### config.mk
export PLATFORM = sky130hd
export DESIGN_NAME = bmseq_top
export DESIGN_NICKNAME = d
export VERILOG_FILES = /design/src/bmseq_sync3.v /design/src/bmseq_pack.v /design/src/bmseq_top.v
export VERILOG_INCLUDE_DIRS = /design/src /design/src/src
export SDC_FILE = /design/constraint.sdc
export NUM_CORES = 1
export LEC_CHECK = 0
export CAP_MARGIN = 20
export CORE_MARGIN = 4
export CORE_UTILIZATION = 60
export DETAILED_ROUTE_END_ITERATION = 10
export DONT_BUFFER_PORTS = 1
export GPL_TIMING_DRIVEN = 1
export PLACE_DENSITY = 0.77
export SETUP_SLACK_MARGIN = 0.5
export SLEW_MARGIN = 0
export SYNTH_ARGS = -nofsm -noshare
export SYNTH_HDL_FRONTEND = slang
export SYNTH_SLANG_ARGS = --single-unit
### constraint.sdc
create_clock -name REF_CLK -period 16.1 [get_ports REF_CLK]
set_input_delay 1.61 -clock REF_CLK [delete_from_list [all_inputs] [get_ports REF_CLK]]
set_output_delay 1.61 -clock REF_CLK [all_outputs]
set_load 0.05 [all_outputs]
### src/bmseq_regs.vh
// constants for the boot mode sequencer
`ifndef BMSEQ_REGS_VH
`define BMSEQ_REGS_VH
`define BMSEQ_MODE_NONE   2'h0
`define BMSEQ_MODE_HOST   2'h1
`define BMSEQ_MODE_ROM    2'h3
`define BMSEQ_CE1_BASE    32'h90000000
`define BMSEQ_CE1_TOP_NIB 4'h9
`define BMSEQ_COPY_BYTES  32'd1024
`define BMSEQ_BYTE_W      8
`define BMSEQ_WORD_W      32
`define BMSEQ_LANE_LAST   2'h3
`define BMSEQ_CPU_START   32'h00000000
`define BMSEQ_ONE_ADDR    32'h00000001
`define BMSEQ_WORD_STEP   32'h00000004
`define BMSEQ_SETTLE_LAST 3'h4
`endif

### src/bmseq_sync3.v
// three-stage synchroniser with agreement filter for strap pins
`timescale 1ns/10ps
module bmseq_sync3 #(
  parameter W = 1
) (
  input  wire         clk,
  input  wire         rst,
  input  wire [W-1:0] din,
  output reg  [W-1:0] dout
);
  reg [W-1:0] s1_r;
  reg [W-1:0] s2_r;
  reg [W-1:0] s3_r;
  // s1 feeds only s2; the output moves only when s2 and s3 agree
  always @(posedge clk or posedge rst)
  begin
    if (rst)
    begin
      s1_r <= {W{1'b0}};
      s2_r <= {W{1'b0}};
      s3_r <= {W{1'b0}};
      dout <= {W{1'b0}};
    end
    else
    begin
      s1_r <= din;
      s2_r <= s1_r;
      s3_r <= s2_r;
      if (s2_r == s3_r)
        dout <= s3_r;
    end
  end
endmodule // bmseq_sync3

### src/bmseq_pack.v
// little/big endian byte-to-word packer for the rom copy
`timescale 1ns/10ps
`include "bmseq_regs.vh"
module bmseq_pack (
  input  wire                      clk,
  input  wire                      rst,
  input  wire                      clr,
  input  wire                      big_endian,
  input  wire                      byte_vld,
  input  wire [`BMSEQ_BYTE_W-1:0]  byte_in,
  output reg                       word_vld,
  output reg  [`BMSEQ_WORD_W-1:0]  word_out
);
  reg [1:0]                 lane_r;
  reg [`BMSEQ_WORD_W-1:0]   acc_r;
  wire [`BMSEQ_WORD_W-1:0]  acc_nxt;
  // first byte is lowest address; it lands in the low lane when little endian
  assign acc_nxt = big_endian ? {acc_r[`BMSEQ_WORD_W-`BMSEQ_BYTE_W-1:0], byte_in}
                              : {byte_in, acc_r[`BMSEQ_WORD_W-1:`BMSEQ_BYTE_W]};
  always @(posedge clk or posedge rst)
  begin
    if (rst)
    begin
      lane_r   <= 2'h0;
      acc_r    <= {`BMSEQ_WORD_W{1'b0}};
      word_vld <= 1'b0;
      word_out <= {`BMSEQ_WORD_W{1'b0}};
    end
    else
    begin
      word_vld <= 1'b0;
      if (clr)
        lane_r <= 2'h0;
      else if (byte_vld)
      begin
        acc_r  <= acc_nxt;
        lane_r <= lane_r + 2'h1;
        if (lane_r == `BMSEQ_LANE_LAST)
        begin
          word_vld <= 1'b1;
          word_out <= acc_nxt;
        end
      end
    end
  end
endmodule // bmseq_pack

### src/bmseq_top.v
// boot mode sequencer: reset hold, host boot, rom boot copy, no boot
// Functional notes
// - while reset is held, all state takes its reset value
// - after release exactly one of host, rom or no boot is followed
// - host boot keeps the cpu stalled while the rest leaves reset
// - host boot path is the parallel host port if strap 0, pci if 1
// - that bit set in host boot releases the cpu, fetch at address 0
// - the boot-ending interrupt is not latched as pending for the cpu
// - the bit releases the stall only in host boot mode
// - during the stall the host may write and read all memory
// - cpu clears the bit after release; until then no new interrupt
// - rom boot copies 1K byte from chip enable space one to address 0
// - rom bytes are packed four to a 32-bit word before writing
// - after the copy completes the cpu is released at address 0
// - no boot starts the cpu at address 0 with no copy
// - chip enable space one decodes as 256M at 9000_0000
`timescale 1ns/10ps
`include "bmseq_regs.vh"
module bmseq_top #(
  parameter COPY_BYTES = `BMSEQ_COPY_BYTES
) (
  input  wire        REF_CLK,
  input  wire        RST,
  input  wire [1:0]  BOOT_MODE_PIN,
  input  wire        PCI_SEL_PIN,
  input  wire        BIG_ENDIAN_PIN,
  input  wire        HOST_INT_SET,
  input  wire        CPU_INT_CLEAR,
  input  wire        ROM_BYTE_VLD,
  input  wire [7:0]  ROM_BYTE,
  input  wire        MEM_WR_READY,
  output reg         CPU_STALL,
  output reg  [31:0] CPU_START_ADDR,
  output reg         PERIPH_RESET,
  output reg         HOST_PORT_EN,
  output reg         PCI_BOOT_EN,
  output reg         HOST_MEM_ACCESS_EN,
  output reg         HOST_INT_BIT,
  output reg         CPU_INT_PENDING,
  output reg         ROM_RD_REQ,
  output reg  [31:0] ROM_RD_ADDR,
  output reg         ROM_RD_CE1,
  output reg         MEM_WR_VLD,
  output reg  [31:0] MEM_WR_ADDR,
  output reg  [31:0] MEM_WR_DATA,
  output reg         BOOT_DONE
);
  localparam [5:0] ST_RESET = 6'h01;
  localparam [5:0] ST_LATCH = 6'h02;
  localparam [5:0] ST_HOST  = 6'h04;
  localparam [5:0] ST_COPY  = 6'h08;
  localparam [5:0] ST_FLUSH = 6'h10;
  localparam [5:0] ST_RUN   = 6'h20;

  wire [1:0]  mode_s;
  wire        pci_s;
  wire        endian_s;
  wire        word_vld;
  wire [31:0] word_out;

  reg [5:0]   state_r;
  reg [1:0]   mode_r;
  reg         pci_r;
  reg         endian_r;
  reg [31:0]  rd_cnt_r;
  reg [31:0]  wr_addr_r;
  reg         wr_pend_r;
  reg [31:0]  wr_data_r;
  reg [2:0]   settle_r;

  // chip enable space one window test, top nibble selects the 256M space
  function is_ce1;
    input [31:0] a;
    begin
      is_ce1 = (a[31:28] == `BMSEQ_CE1_TOP_NIB);
    end
  endfunction

  bmseq_sync3 #(.W(4)) u_sync (
    .clk  (REF_CLK),
    .rst  (RST),
    .din  ({BOOT_MODE_PIN, PCI_SEL_PIN, BIG_ENDIAN_PIN}),
    .dout ({mode_s, pci_s, endian_s})
  );

  bmseq_pack u_pack (
    .clk        (REF_CLK),
    .rst        (RST),
    .clr        (state_r != ST_COPY),
    .big_endian (endian_r),
    .byte_vld   (ROM_BYTE_VLD && ROM_RD_REQ),
    .byte_in    (ROM_BYTE),
    .word_vld   (word_vld),
    .word_out   (word_out)
  );

  // straps need the synchroniser to fill after release before capture
  always @(posedge REF_CLK or posedge RST)
  begin
    if (RST)
    begin
      state_r            <= ST_RESET;
      mode_r             <= `BMSEQ_MODE_NONE;
      pci_r              <= 1'b0;
      endian_r           <= 1'b0;
      settle_r           <= 3'h0;
      rd_cnt_r           <= 32'h0;
      wr_addr_r          <= `BMSEQ_CPU_START;
      wr_pend_r          <= 1'b0;
      wr_data_r          <= 32'h0;
      CPU_STALL          <= 1'b1;
      CPU_START_ADDR     <= `BMSEQ_CPU_START;
      PERIPH_RESET       <= 1'b1;
      HOST_PORT_EN       <= 1'b0;
      PCI_BOOT_EN        <= 1'b0;
      HOST_MEM_ACCESS_EN <= 1'b0;
      HOST_INT_BIT       <= 1'b0;
      CPU_INT_PENDING    <= 1'b0;
      ROM_RD_REQ         <= 1'b0;
      ROM_RD_ADDR        <= `BMSEQ_CE1_BASE;
      ROM_RD_CE1         <= 1'b0;
      MEM_WR_VLD         <= 1'b0;
      MEM_WR_ADDR        <= `BMSEQ_CPU_START;
      MEM_WR_DATA        <= 32'h0;
      BOOT_DONE          <= 1'b0;
    end
    else
    begin
      // interrupt bit: set wins over clear; clear only acts once the cpu runs
      if (HOST_INT_SET && !HOST_INT_BIT)
        HOST_INT_BIT <= 1'b1;
      else if (CPU_INT_CLEAR && state_r == ST_RUN && !HOST_INT_SET)
        HOST_INT_BIT <= 1'b0;
      // only a new set seen while the cpu runs reaches it as pending
      if (HOST_INT_SET && !HOST_INT_BIT && state_r == ST_RUN)
        CPU_INT_PENDING <= 1'b1;
      else if (CPU_INT_CLEAR)
        CPU_INT_PENDING <= 1'b0;
      case (state_r)
        ST_RESET:
        begin
          settle_r <= settle_r + 3'h1;
          if (settle_r == `BMSEQ_SETTLE_LAST)
            state_r <= ST_LATCH;
        end
        ST_LATCH:
        begin
          mode_r       <= mode_s;
          pci_r        <= pci_s;
          endian_r     <= endian_s;
          PERIPH_RESET <= 1'b0;
          if (mode_s == `BMSEQ_MODE_HOST)
          begin
            state_r            <= ST_HOST;
            HOST_PORT_EN       <= !pci_s;
            PCI_BOOT_EN        <= pci_s;
            HOST_MEM_ACCESS_EN <= 1'b1;
          end
          else if (mode_s == `BMSEQ_MODE_ROM)
          begin
            state_r     <= ST_COPY;
            ROM_RD_REQ  <= 1'b1;
            ROM_RD_ADDR <= `BMSEQ_CE1_BASE;
            ROM_RD_CE1  <= is_ce1(`BMSEQ_CE1_BASE);
            rd_cnt_r    <= 32'h0;
          end
          else
          begin
            state_r        <= ST_RUN;
            CPU_STALL      <= 1'b0;
            CPU_START_ADDR <= `BMSEQ_CPU_START;
            BOOT_DONE      <= 1'b1;
          end
        end
        ST_HOST:
        begin
          // the mode check keeps the bit from releasing any other boot
          if (HOST_INT_SET && !HOST_INT_BIT && mode_r == `BMSEQ_MODE_HOST)
          begin
            state_r        <= ST_RUN;
            CPU_STALL      <= 1'b0;
            CPU_START_ADDR <= `BMSEQ_CPU_START;
            BOOT_DONE      <= 1'b1;
          end
        end
        ST_COPY:
        begin
          // one byte read per accepted byte; reads go on while a word waits
          if (ROM_BYTE_VLD && ROM_RD_REQ)
          begin
            rd_cnt_r    <= rd_cnt_r + `BMSEQ_ONE_ADDR;
            ROM_RD_ADDR <= ROM_RD_ADDR + `BMSEQ_ONE_ADDR;
            ROM_RD_CE1  <= is_ce1(ROM_RD_ADDR + `BMSEQ_ONE_ADDR);
            if (rd_cnt_r == COPY_BYTES - `BMSEQ_ONE_ADDR)
            begin
              ROM_RD_REQ <= 1'b0;
              state_r    <= ST_FLUSH;
            end
          end
          if (word_vld && !wr_pend_r)
          begin
            wr_pend_r <= 1'b1;
            wr_data_r <= word_out;
          end
        end
        ST_FLUSH:
        begin
          if (word_vld)
          begin
            wr_pend_r <= 1'b1;
            wr_data_r <= word_out;
          end
          else if (!wr_pend_r && !MEM_WR_VLD)
          begin
            state_r        <= ST_RUN;
            CPU_STALL      <= 1'b0;
            CPU_START_ADDR <= `BMSEQ_CPU_START;
            BOOT_DONE      <= 1'b1;
          end
        end
        ST_RUN:
        begin
          state_r <= ST_RUN;
        end
        default:
        begin
          state_r <= ST_RESET;
        end
      endcase
      // word writer toward address 0 upward
      if (MEM_WR_VLD && MEM_WR_READY)
      begin
        MEM_WR_VLD <= 1'b0;
        wr_addr_r  <= wr_addr_r + `BMSEQ_WORD_STEP;
      end
      else if (wr_pend_r && !MEM_WR_VLD)
      begin
        MEM_WR_VLD  <= 1'b1;
        MEM_WR_ADDR <= wr_addr_r;
        MEM_WR_DATA <= wr_data_r;
        wr_pend_r   <= 1'b0;
      end
    end
  end
endmodule // bmseq_top

==> summary.md, run 1 <==
| Metric | Value |
|---|---|
| Synth Area in Compound Gates | `8.033%` |
| Post-route clock period utilization | `21.81%` |
| Total track usage | `20.53%` |
| Area fraction of the dominant cell type after synthesis | `56.89%` |
| Post-DR wirelength/cell | `17.35 microns` |
| R2R cell count | `6` |
| RSZ-0062 raised after global routing | `no` |
| Row cnt | `53` |
| WP buf/inv | `3` |
| Post-Syn Area | `12760 sq um` |
| Number of setup violations in the final report | `0` |
| CP max-delay cell | `buf_4` |
| DR DRC count | `0` |
| Largest net degree at the start of global routing | `146` |
| Sink Count | `295` |
| Final wirelength | `24290 microns` |
| Fmax | `0.2848 GHz` |
| CP Capture Type | `asynchronous set/reset pin` |
| Highest-count cells in the layout ignoring fill and taps | `dfrtp_1, nand2_1, mux2_2` |
| Post-route ant nets | `0` |
| Hpwl dp | `15730 microns` |
| Nets | `1127` |
| Leading area contributor after synthesis | `dfrtp_1` |
| Via density | `5.853` |
| Crit start category | `input pin` |
| Outcome | `finished, final reports clean` |
| Delay-heaviest family, CP | `buffers and inverters` |
| Largest family of logic cells by synthesized area | `simple AND/OR/NAND/NOR gates` |
| Worst min path class | `reg2reg` |
| Min-delay src | `u_sync.s1_r[0]$_DFF_PP0_` |
| Tmin final | `3.511 ns` |
| Vias post-DR | `8194` |
| Final Hold Viols | `0` |
| Placed cells | `1346` |
| XOR/XNOR Fraction of Synth Area | `4.874%` |
| Most used cell, CP | `buf_4` |
| Synthesized area per cell | `11.43 sq um` |
| CP max FO | `145` |
| CTS Buf Count | `29` |
| Final setup TNS | `0 ns` |
| H-tree levels | `1` |
| Congestion Overflow GR | `0` |
| YS warnings | `0` |
| Crit Path Category | `in2async` |
| Ports | `157` |
| Initial Util | `60.88%` |
| Initial antenna violation count | `0` |
| 1st-iter DRT viols | `504` |
| Core Area | `20960 sq um` |
| Seq cells post-synth | `295` |
| Pwr Density | `123.5 nW/um^2` |
| Worst reg-to-reg setup slack | `12.74 ns` |
| Die height | `153.8 microns` |
| Number of synthesized flops with an enable pin | `0` |
| Multi-input logic area | `4959 sq um` |
| Reg2reg end | `rd_cnt_r[29]$_DFFE_PP0P_` |
| Number of antenna diodes | `0` |
| Setup Skew | `0.01835 ns` |
| Post-synth top flop | `dfrtp_1` |
| Syn-to-layout area delta | `8.081%` |
| Tightest Pin Transition | `1.014 ns` |
| CTS Root Cell | `clkbuf_16` |
| Pleak | `0.006485 uW` |
| Tot Pwr | `1703 uW` |
| Post-Synth Simple-Gate Area | `12.73%` |
| Dominant cells by area after synthesis | `dfrtp_1, mux2_2, nand2_1` |
| Register Area | `7390 sq um` |
| Hold EP | `u_sync.s2_r[0]$_DFF_PP0_` |
| Layout Utilization | `65.80%` |
| Post-CTS Setup Bufs | `0` |
| Worst EP required | `16.62 ns` |
| Detailed Routing Iterations Pass 1 | `5` |
| Die ar. | `23660 sq um` |
| WHS | `0.3482 ns` |
| Non-filler cells, final | `1400` |
| Synthesized instance count | `1116` |
| Hold Buf Count CTS | `0` |
| RD Place Congestion | `0.7877` |
| Worst rel slew slack | `32.41%` |
| Post_cts resized | `0` |
| CTS tree | `done` |
| Die Wd | `153.8 microns` |
| Reg clk slew, reported paths | `0.06 ns` |
| CP peak stage delay | `0.86 ns` |
| FFs w/ async S/R, synth | `100.0%` |
| Vias in the first global route | `8058` |
| Crit path arrival time | `4.04 ns` |
| Worst skew pair latency | `0.54 ns` |
| Layout fillers | `1588` |
| Worst-case clock buffer depth | `3` |
| Hold depth | `0` |
| Commonest non-fill, non-tap cell in the layout | `dfrtp_1` |
| Worst r2r src | `state_r[2]$_DFFE_PP0P_` |
| Fraction of layout instances using a drive strength above 1 | `15.56%` |
| MaxCap Viol Count | `0` |
| Yosys cell types | `53` |
| Cell Chain, Critical Path | `inv_8 -> buf_4 -> buf_4` |
| Final max-slew violation count | `0` |
| Register area share after synthesis | `57.91%` |
| Global-route wire length before repair | `41080 microns` |
| Multiplexer share of the synthesized area | `11.59%` |
| Peak VDD IR | `0.07612 mV` |
| Synth Area in Adders | `0.5885%` |
| I/O Buffers | `0` |
worst reg2reg max path: cells and delay by family, from the launching register on:
family / cells / cell delay (ns)
buffers and inverters: 1 / 0.62
and+or+nand+nor: 3 / 1.51
AOI/OAI and AO/OA: 2 / 0.70
DFF: 1 / 0.46
metrics by stage:
stage | setup WS (ns) | cell area, sq um
3_3_place_gp | 11.85 | 12840
5_1_grt | 12.09 | 13790
6_report | 12.59 | 13790
2_1_floorplan | 6.351 | 12880
4_1_cts | 12.42 | 13770
3_5_place_dp | 11.85 | 12850
flip-flops by register name, indices dropped and copies added (netlist names), 2 cells and up:
signal and cells:
state_r 6, mode_r 2, wr_addr_r 30, wr_data_r 32, ROM_RD_ADDR 32, MEM_WR_ADDR 30
u_sync.s1_r 4, u_pack.word_out 32, u_pack.lane_r 2, u_pack.acc_r 32, MEM_WR_DATA 32, u_sync.s3_r 4
u_sync.s2_r 4, rd_cnt_r 32, settle_r 3, u_sync.dout 4
Yosys cell counts, types with 2 or more instances:
master     instances
nand4b_1           2
and2_1             4
nor2_1            58
mux2_2           102
a21oi_1           33
clkbuf_1          40
nand4_1           23
or4_1             14
mux2i_1           33
o31ai_1           13
dfstp_2            5
or4b_1             2
xnor2_1           30
and4_1             8
nor3_1             6
a211oi_1           2
o21ai_1           37
nor4_1            11
inv_1             22
buf_1             10
o2111ai_1         10
or2_2              2
o41ai_1            3
or3_1             12
buf_4             34
buf_2              3
o211ai_1           9
nand3b_1           2
o21ai_0           58
and3_1            16
ha_1               6
dfrtp_1          290
nand2b_1           6
a2111oi_0          2
xor2_1            41
nand3_1           34
nand2_1          117
cells by family after synthesis:
logic type / Yosys count
AND/OR/NAND/NOR: 324
flip-flops: 295
AO/OA/AOI/OAI: 175
multiplexers: 135
buffers and inverters: 109
XOR/XNOR: 71
adder cells (fa/ha/maj): 6
other: 1
worst max-delay path by stage:
stage,start,to,cells past startpoint,slack [ns]
global placement,RST,wr_addr_r[26]$_DFFE_PP0P_,3,11.85
finish,RST,wr_data_r[29]$_DFFE_PP0P_,3,12.59
floorplan,RST,BOOT_DONE$_DFFE_PP0P_,1,6.35
global route,RST,wr_data_r[29]$_DFFE_PP0P_,3,12.09
CTS,RST,u_pack.word_out[24]$_DFFE_PP0P_,3,12.42
detailed placement,RST,wr_addr_r[25]$_DFFE_PP0P_,3,11.85
layout make-up:
cell class / count / area share [%]
Clock inverter: 15 / 0.8076
Inverter: 22 / 0.6534
Clock buffer: 38 / 5.871
Sequential cell: 295 / 53.59
Tap cell: 275 / 2.495
Timing Repair Buffer: 10 / 0.6171
Multi-Input combinational cell: 745 / 35.96
layer usage:
metal | global-route usage, % | wire, microns | vias to the layer above
met5 | 0 | 0 | -
met4 | 5.004 | 512 | 0
met3 | 4.222 | 1370 | 35
met2 | 34.13 | 12000 | 161
met1 | 28.12 | 10410 | 4148
li1 | - | - | 3850
where the power goes:
group,total [uW],internal [uW],switching (uW)
sequential,894,786,108
clock,645,370,275
combinational,164,70.7,93.0
(Power assumes the default switching activity.)
==> run 2: changes to the inputs <==
--- a/config.mk
+++ b/config.mk
@@ -8,11 +8,11 @@
 export LEC_CHECK = 0
 export CAP_MARGIN = 20
 export CORE_MARGIN = 4
-export CORE_UTILIZATION = 60
+export CORE_UTILIZATION = 57
 export DETAILED_ROUTE_END_ITERATION = 10
 export DONT_BUFFER_PORTS = 1
 export GPL_TIMING_DRIVEN = 1
-export PLACE_DENSITY = 0.77
+export PLACE_DENSITY = 0.76
 export SETUP_SLACK_MARGIN = 0.5
 export SLEW_MARGIN = 0
 export SYNTH_ARGS = -nofsm -noshare
==> constraint.sdc (replaced) <==
create_clock -name REF_CLK -period 3.1 [get_ports REF_CLK]
set_input_delay 0.31 -clock REF_CLK [delete_from_list [all_inputs] [get_ports REF_CLK]]
set_output_delay 0.31 -clock REF_CLK [all_outputs]
set_load 0.05 [all_outputs]
==> run 2 against run 1 <==
Effect of this change: core utilization up 0.062 points; largest cell class unchanged; worst setup slack worse by 12 ns; sequential power rose to 5.1 times the previous value; sequential share of layout area down 2.3 points.
==> summary.md, run 2 (same netlist as run 1, synthesis figures left out) <==
| Metric | Value |
|---|---|
| Reg clk slew, reported paths | `0.06 ns` |
| Number of setup violations in the final report | `0` |
| Post-route ant nets | `0` |
| Global-route wire length before repair | `42410 microns` |
| H-tree levels | `1` |
| Fin area | `14420 sq um` |
| Clock Power Share | `38.2%` |
| Worst EP required | `3.56 ns` |
| Reg power frac | `49.9%` |
| 1st-iter DRT viols | `651` |
| Initial Util | `58.28%` |
| RSZ-0062 raised after global routing | `no` |
| CP max FO | `14` |
| Congestion Overflow GR | `0` |
| Tmin final | `2.510 ns` |
| MaxCap Viol Count | `0` |
| Final setup TNS | `0 ns` |
| Peak VDD IR | `0.4157 mV` |
| Number of antenna diodes | `0` |
| Setup Skew | `0.01641 ns` |
| Placed cells | `1388` |
| Nets | `1185` |
| Worst reg-to-reg setup slack | `0.59 ns` |
| Worst rel slew slack | `37.76%` |
| Pleak | `0.006807 uW` |
| Sink Count | `295` |
| Crit path arrival time | `2.97 ns` |
| Net Sw Frac | `27.81%` |
| Worst-case clock buffer depth | `3` |
| Ports | `157` |
| Worst skew pair latency | `0.55 ns` |
| Post-DR wirelength/cell | `17.39 microns` |
| Psw | `2533 uW` |
| Row cnt | `54` |
| Met3 usage | `4.429%` |
| Final Hold Viols | `0` |
| Commonest non-fill, non-tap cell in the layout | `dfrtp_1` |
| Post-route clock period utilization | `80.97%` |
| Crit start category | `flop` |
| Tightest Pin Transition | `0.9336 ns` |
| Fraction of layout instances using a drive strength above 1 | `18.85%` |
| Fmax | `0.3984 GHz` |
| Syn-to-layout area delta | `13.02%` |
| Worst slack at placement | `0.3227 ns` |
| Non-filler cells, final | `1463` |
| Core Area | `21890 sq um` |
| RD Place Congestion | `0.8050` |
| Met2 global-route usage | `34.58%` |
| Final max-slew violation count | `0` |
| Internal | `6575 uW` |
| CTS Buf Count | `30` |
| WHS | `0.02874 ns` |
| Initial antenna violation count | `0` |
| Vias post-DR | `8358` |
| Detailed Routing Iterations Pass 1 | `5` |
| Die Wd | `157.6 microns` |
| DR DRC count | `0` |
| Die height | `157.6 microns` |
| Most used routing layer | `met2` |
| Crit Path Category | `reg2reg` |
| I/O Buffers | `0` |
| Final wirelength | `25440 microns` |
| Die ar. | `24840 sq um` |
| Grt met1 use | `27.63%` |
| Worst min path class | `in2reg` |
| CP Capture Type | `flop` |
| CTS tree | `done` |
| Total track usage | `20.56%` |
| Placed cell areas | `13210 sq um` |
| Via density | `5.713` |
| Outcome | `finished, final reports clean` |
| CTS Root Cell | `clkbuf_16` |
| Largest net degree at the start of global routing | `66` |
| Part of the power in combinational logic | `11.9%` |
| Vias in the first global route | `8404` |
| Highest-count cells in the layout ignoring fill and taps | `dfrtp_1, nand2_1, mux2_2` |
| Hpwl dp | `17010 microns` |
| Pwr Density | `631.7 nW/um^2` |
| Worst Slack Setup Final | `0.5899 ns` |
## run 2: changes by cell type in the layout (fill, tap and decap cells not counted), sizes merged
cell | previous run | this run
buf | 10 | 49
clkbuf | 38 | 42
clkinv | 11 | 10
clkinvlp | 3 | 2
dlygate4sd3 | 0 | 18
inv | 22 | 21
## run 2: power groups by stage
stage | Sequential [uW] | Clock [uW] | Combinational [uW]
finish | 4540 | 3480 | 1090
global route | 4570 | 3770 | 1200
floorplan | 4510 | 0 | 882
global placement | 4590 | 0 | 1040
detailed placement | 4610 | 0 | 1060
CTS | 4540 | 3570 | 1090
## run 2: repair_timing
item                                    in CTS  in global routing
buffers inserted                             0                  3
gates resized for setup                      4                  6
endpoints found under the setup margin      13                 21
hold buffers                                18                  0
hold endpoints to repair                    53                  0
## run 2: cell type report
| class | instances | area [sq um] |
|---|---|---|
| Inverter | 22 | 86.33 |
| Timing Repair Buffer | 67 | 626.9 |
| Tap cell | 280 | 350.3 |
| Sequential cell | 295 | 7391 |
| Fill cell | 1682 | 7473 |
| Multi-Input combinational cell | 745 | 4999 |
| Clock buffer | 42 | 877.1 |
| Clock inverter | 12 | 87.58 |
## run 2: path summary, 6_finish.rpt
path	startpoint	endpoint	cells after the start
max	state_r[2]$_DFFE_PP0P_	rd_cnt_r[28]$_DFFE_PP0P_	6
min	MEM_WR_READY	wr_addr_r[4]$_DFFE_PP0P_	2
max reg2reg	state_r[2]$_DFFE_PP0P_	rd_cnt_r[28]$_DFFE_PP0P_	6
min reg2reg	u_sync.s1_r[2]$_DFF_PP0_	u_sync.s2_r[2]$_DFF_PP0_	0
max in group asynchronous	RST	MEM_WR_ADDR[14]$_DFFE_PP0P_	3
min in group asynchronous	RST	MEM_WR_ADDR[25]$_DFFE_PP0P_	2
## run 2: per-stage QoR
step / util [%] / power [uW]
5_1_grt: 65.86 / 9534
2_1_floorplan: - / 5397
4_1_cts: 65.65 / 9195
6_report: 65.86 / 9108
3_5_place_dp: 60.35 / 5672
3_3_place_gp: 60.35 / 5628
## run 2: worst max-delay path, stage by stage (launching register included)
cell and delay (ns):
dfrtp_1 0.46, or4b_4 0.61, nor4_4 0.24, buf_6 0.23, o21ai_2 0.17, or4_1 0.55
a21oi_1 0.18
## run 2: layer usage
| layer | wire length, microns | part of all wire, % |
|---|---|---|
| met1 | 10730 | 42 |
| met2 | 12720 | 50 |
| met3 | 1527 | 6.0 |
| met4 | 468 | 1.8 |
| met5 | 0 | 0 |
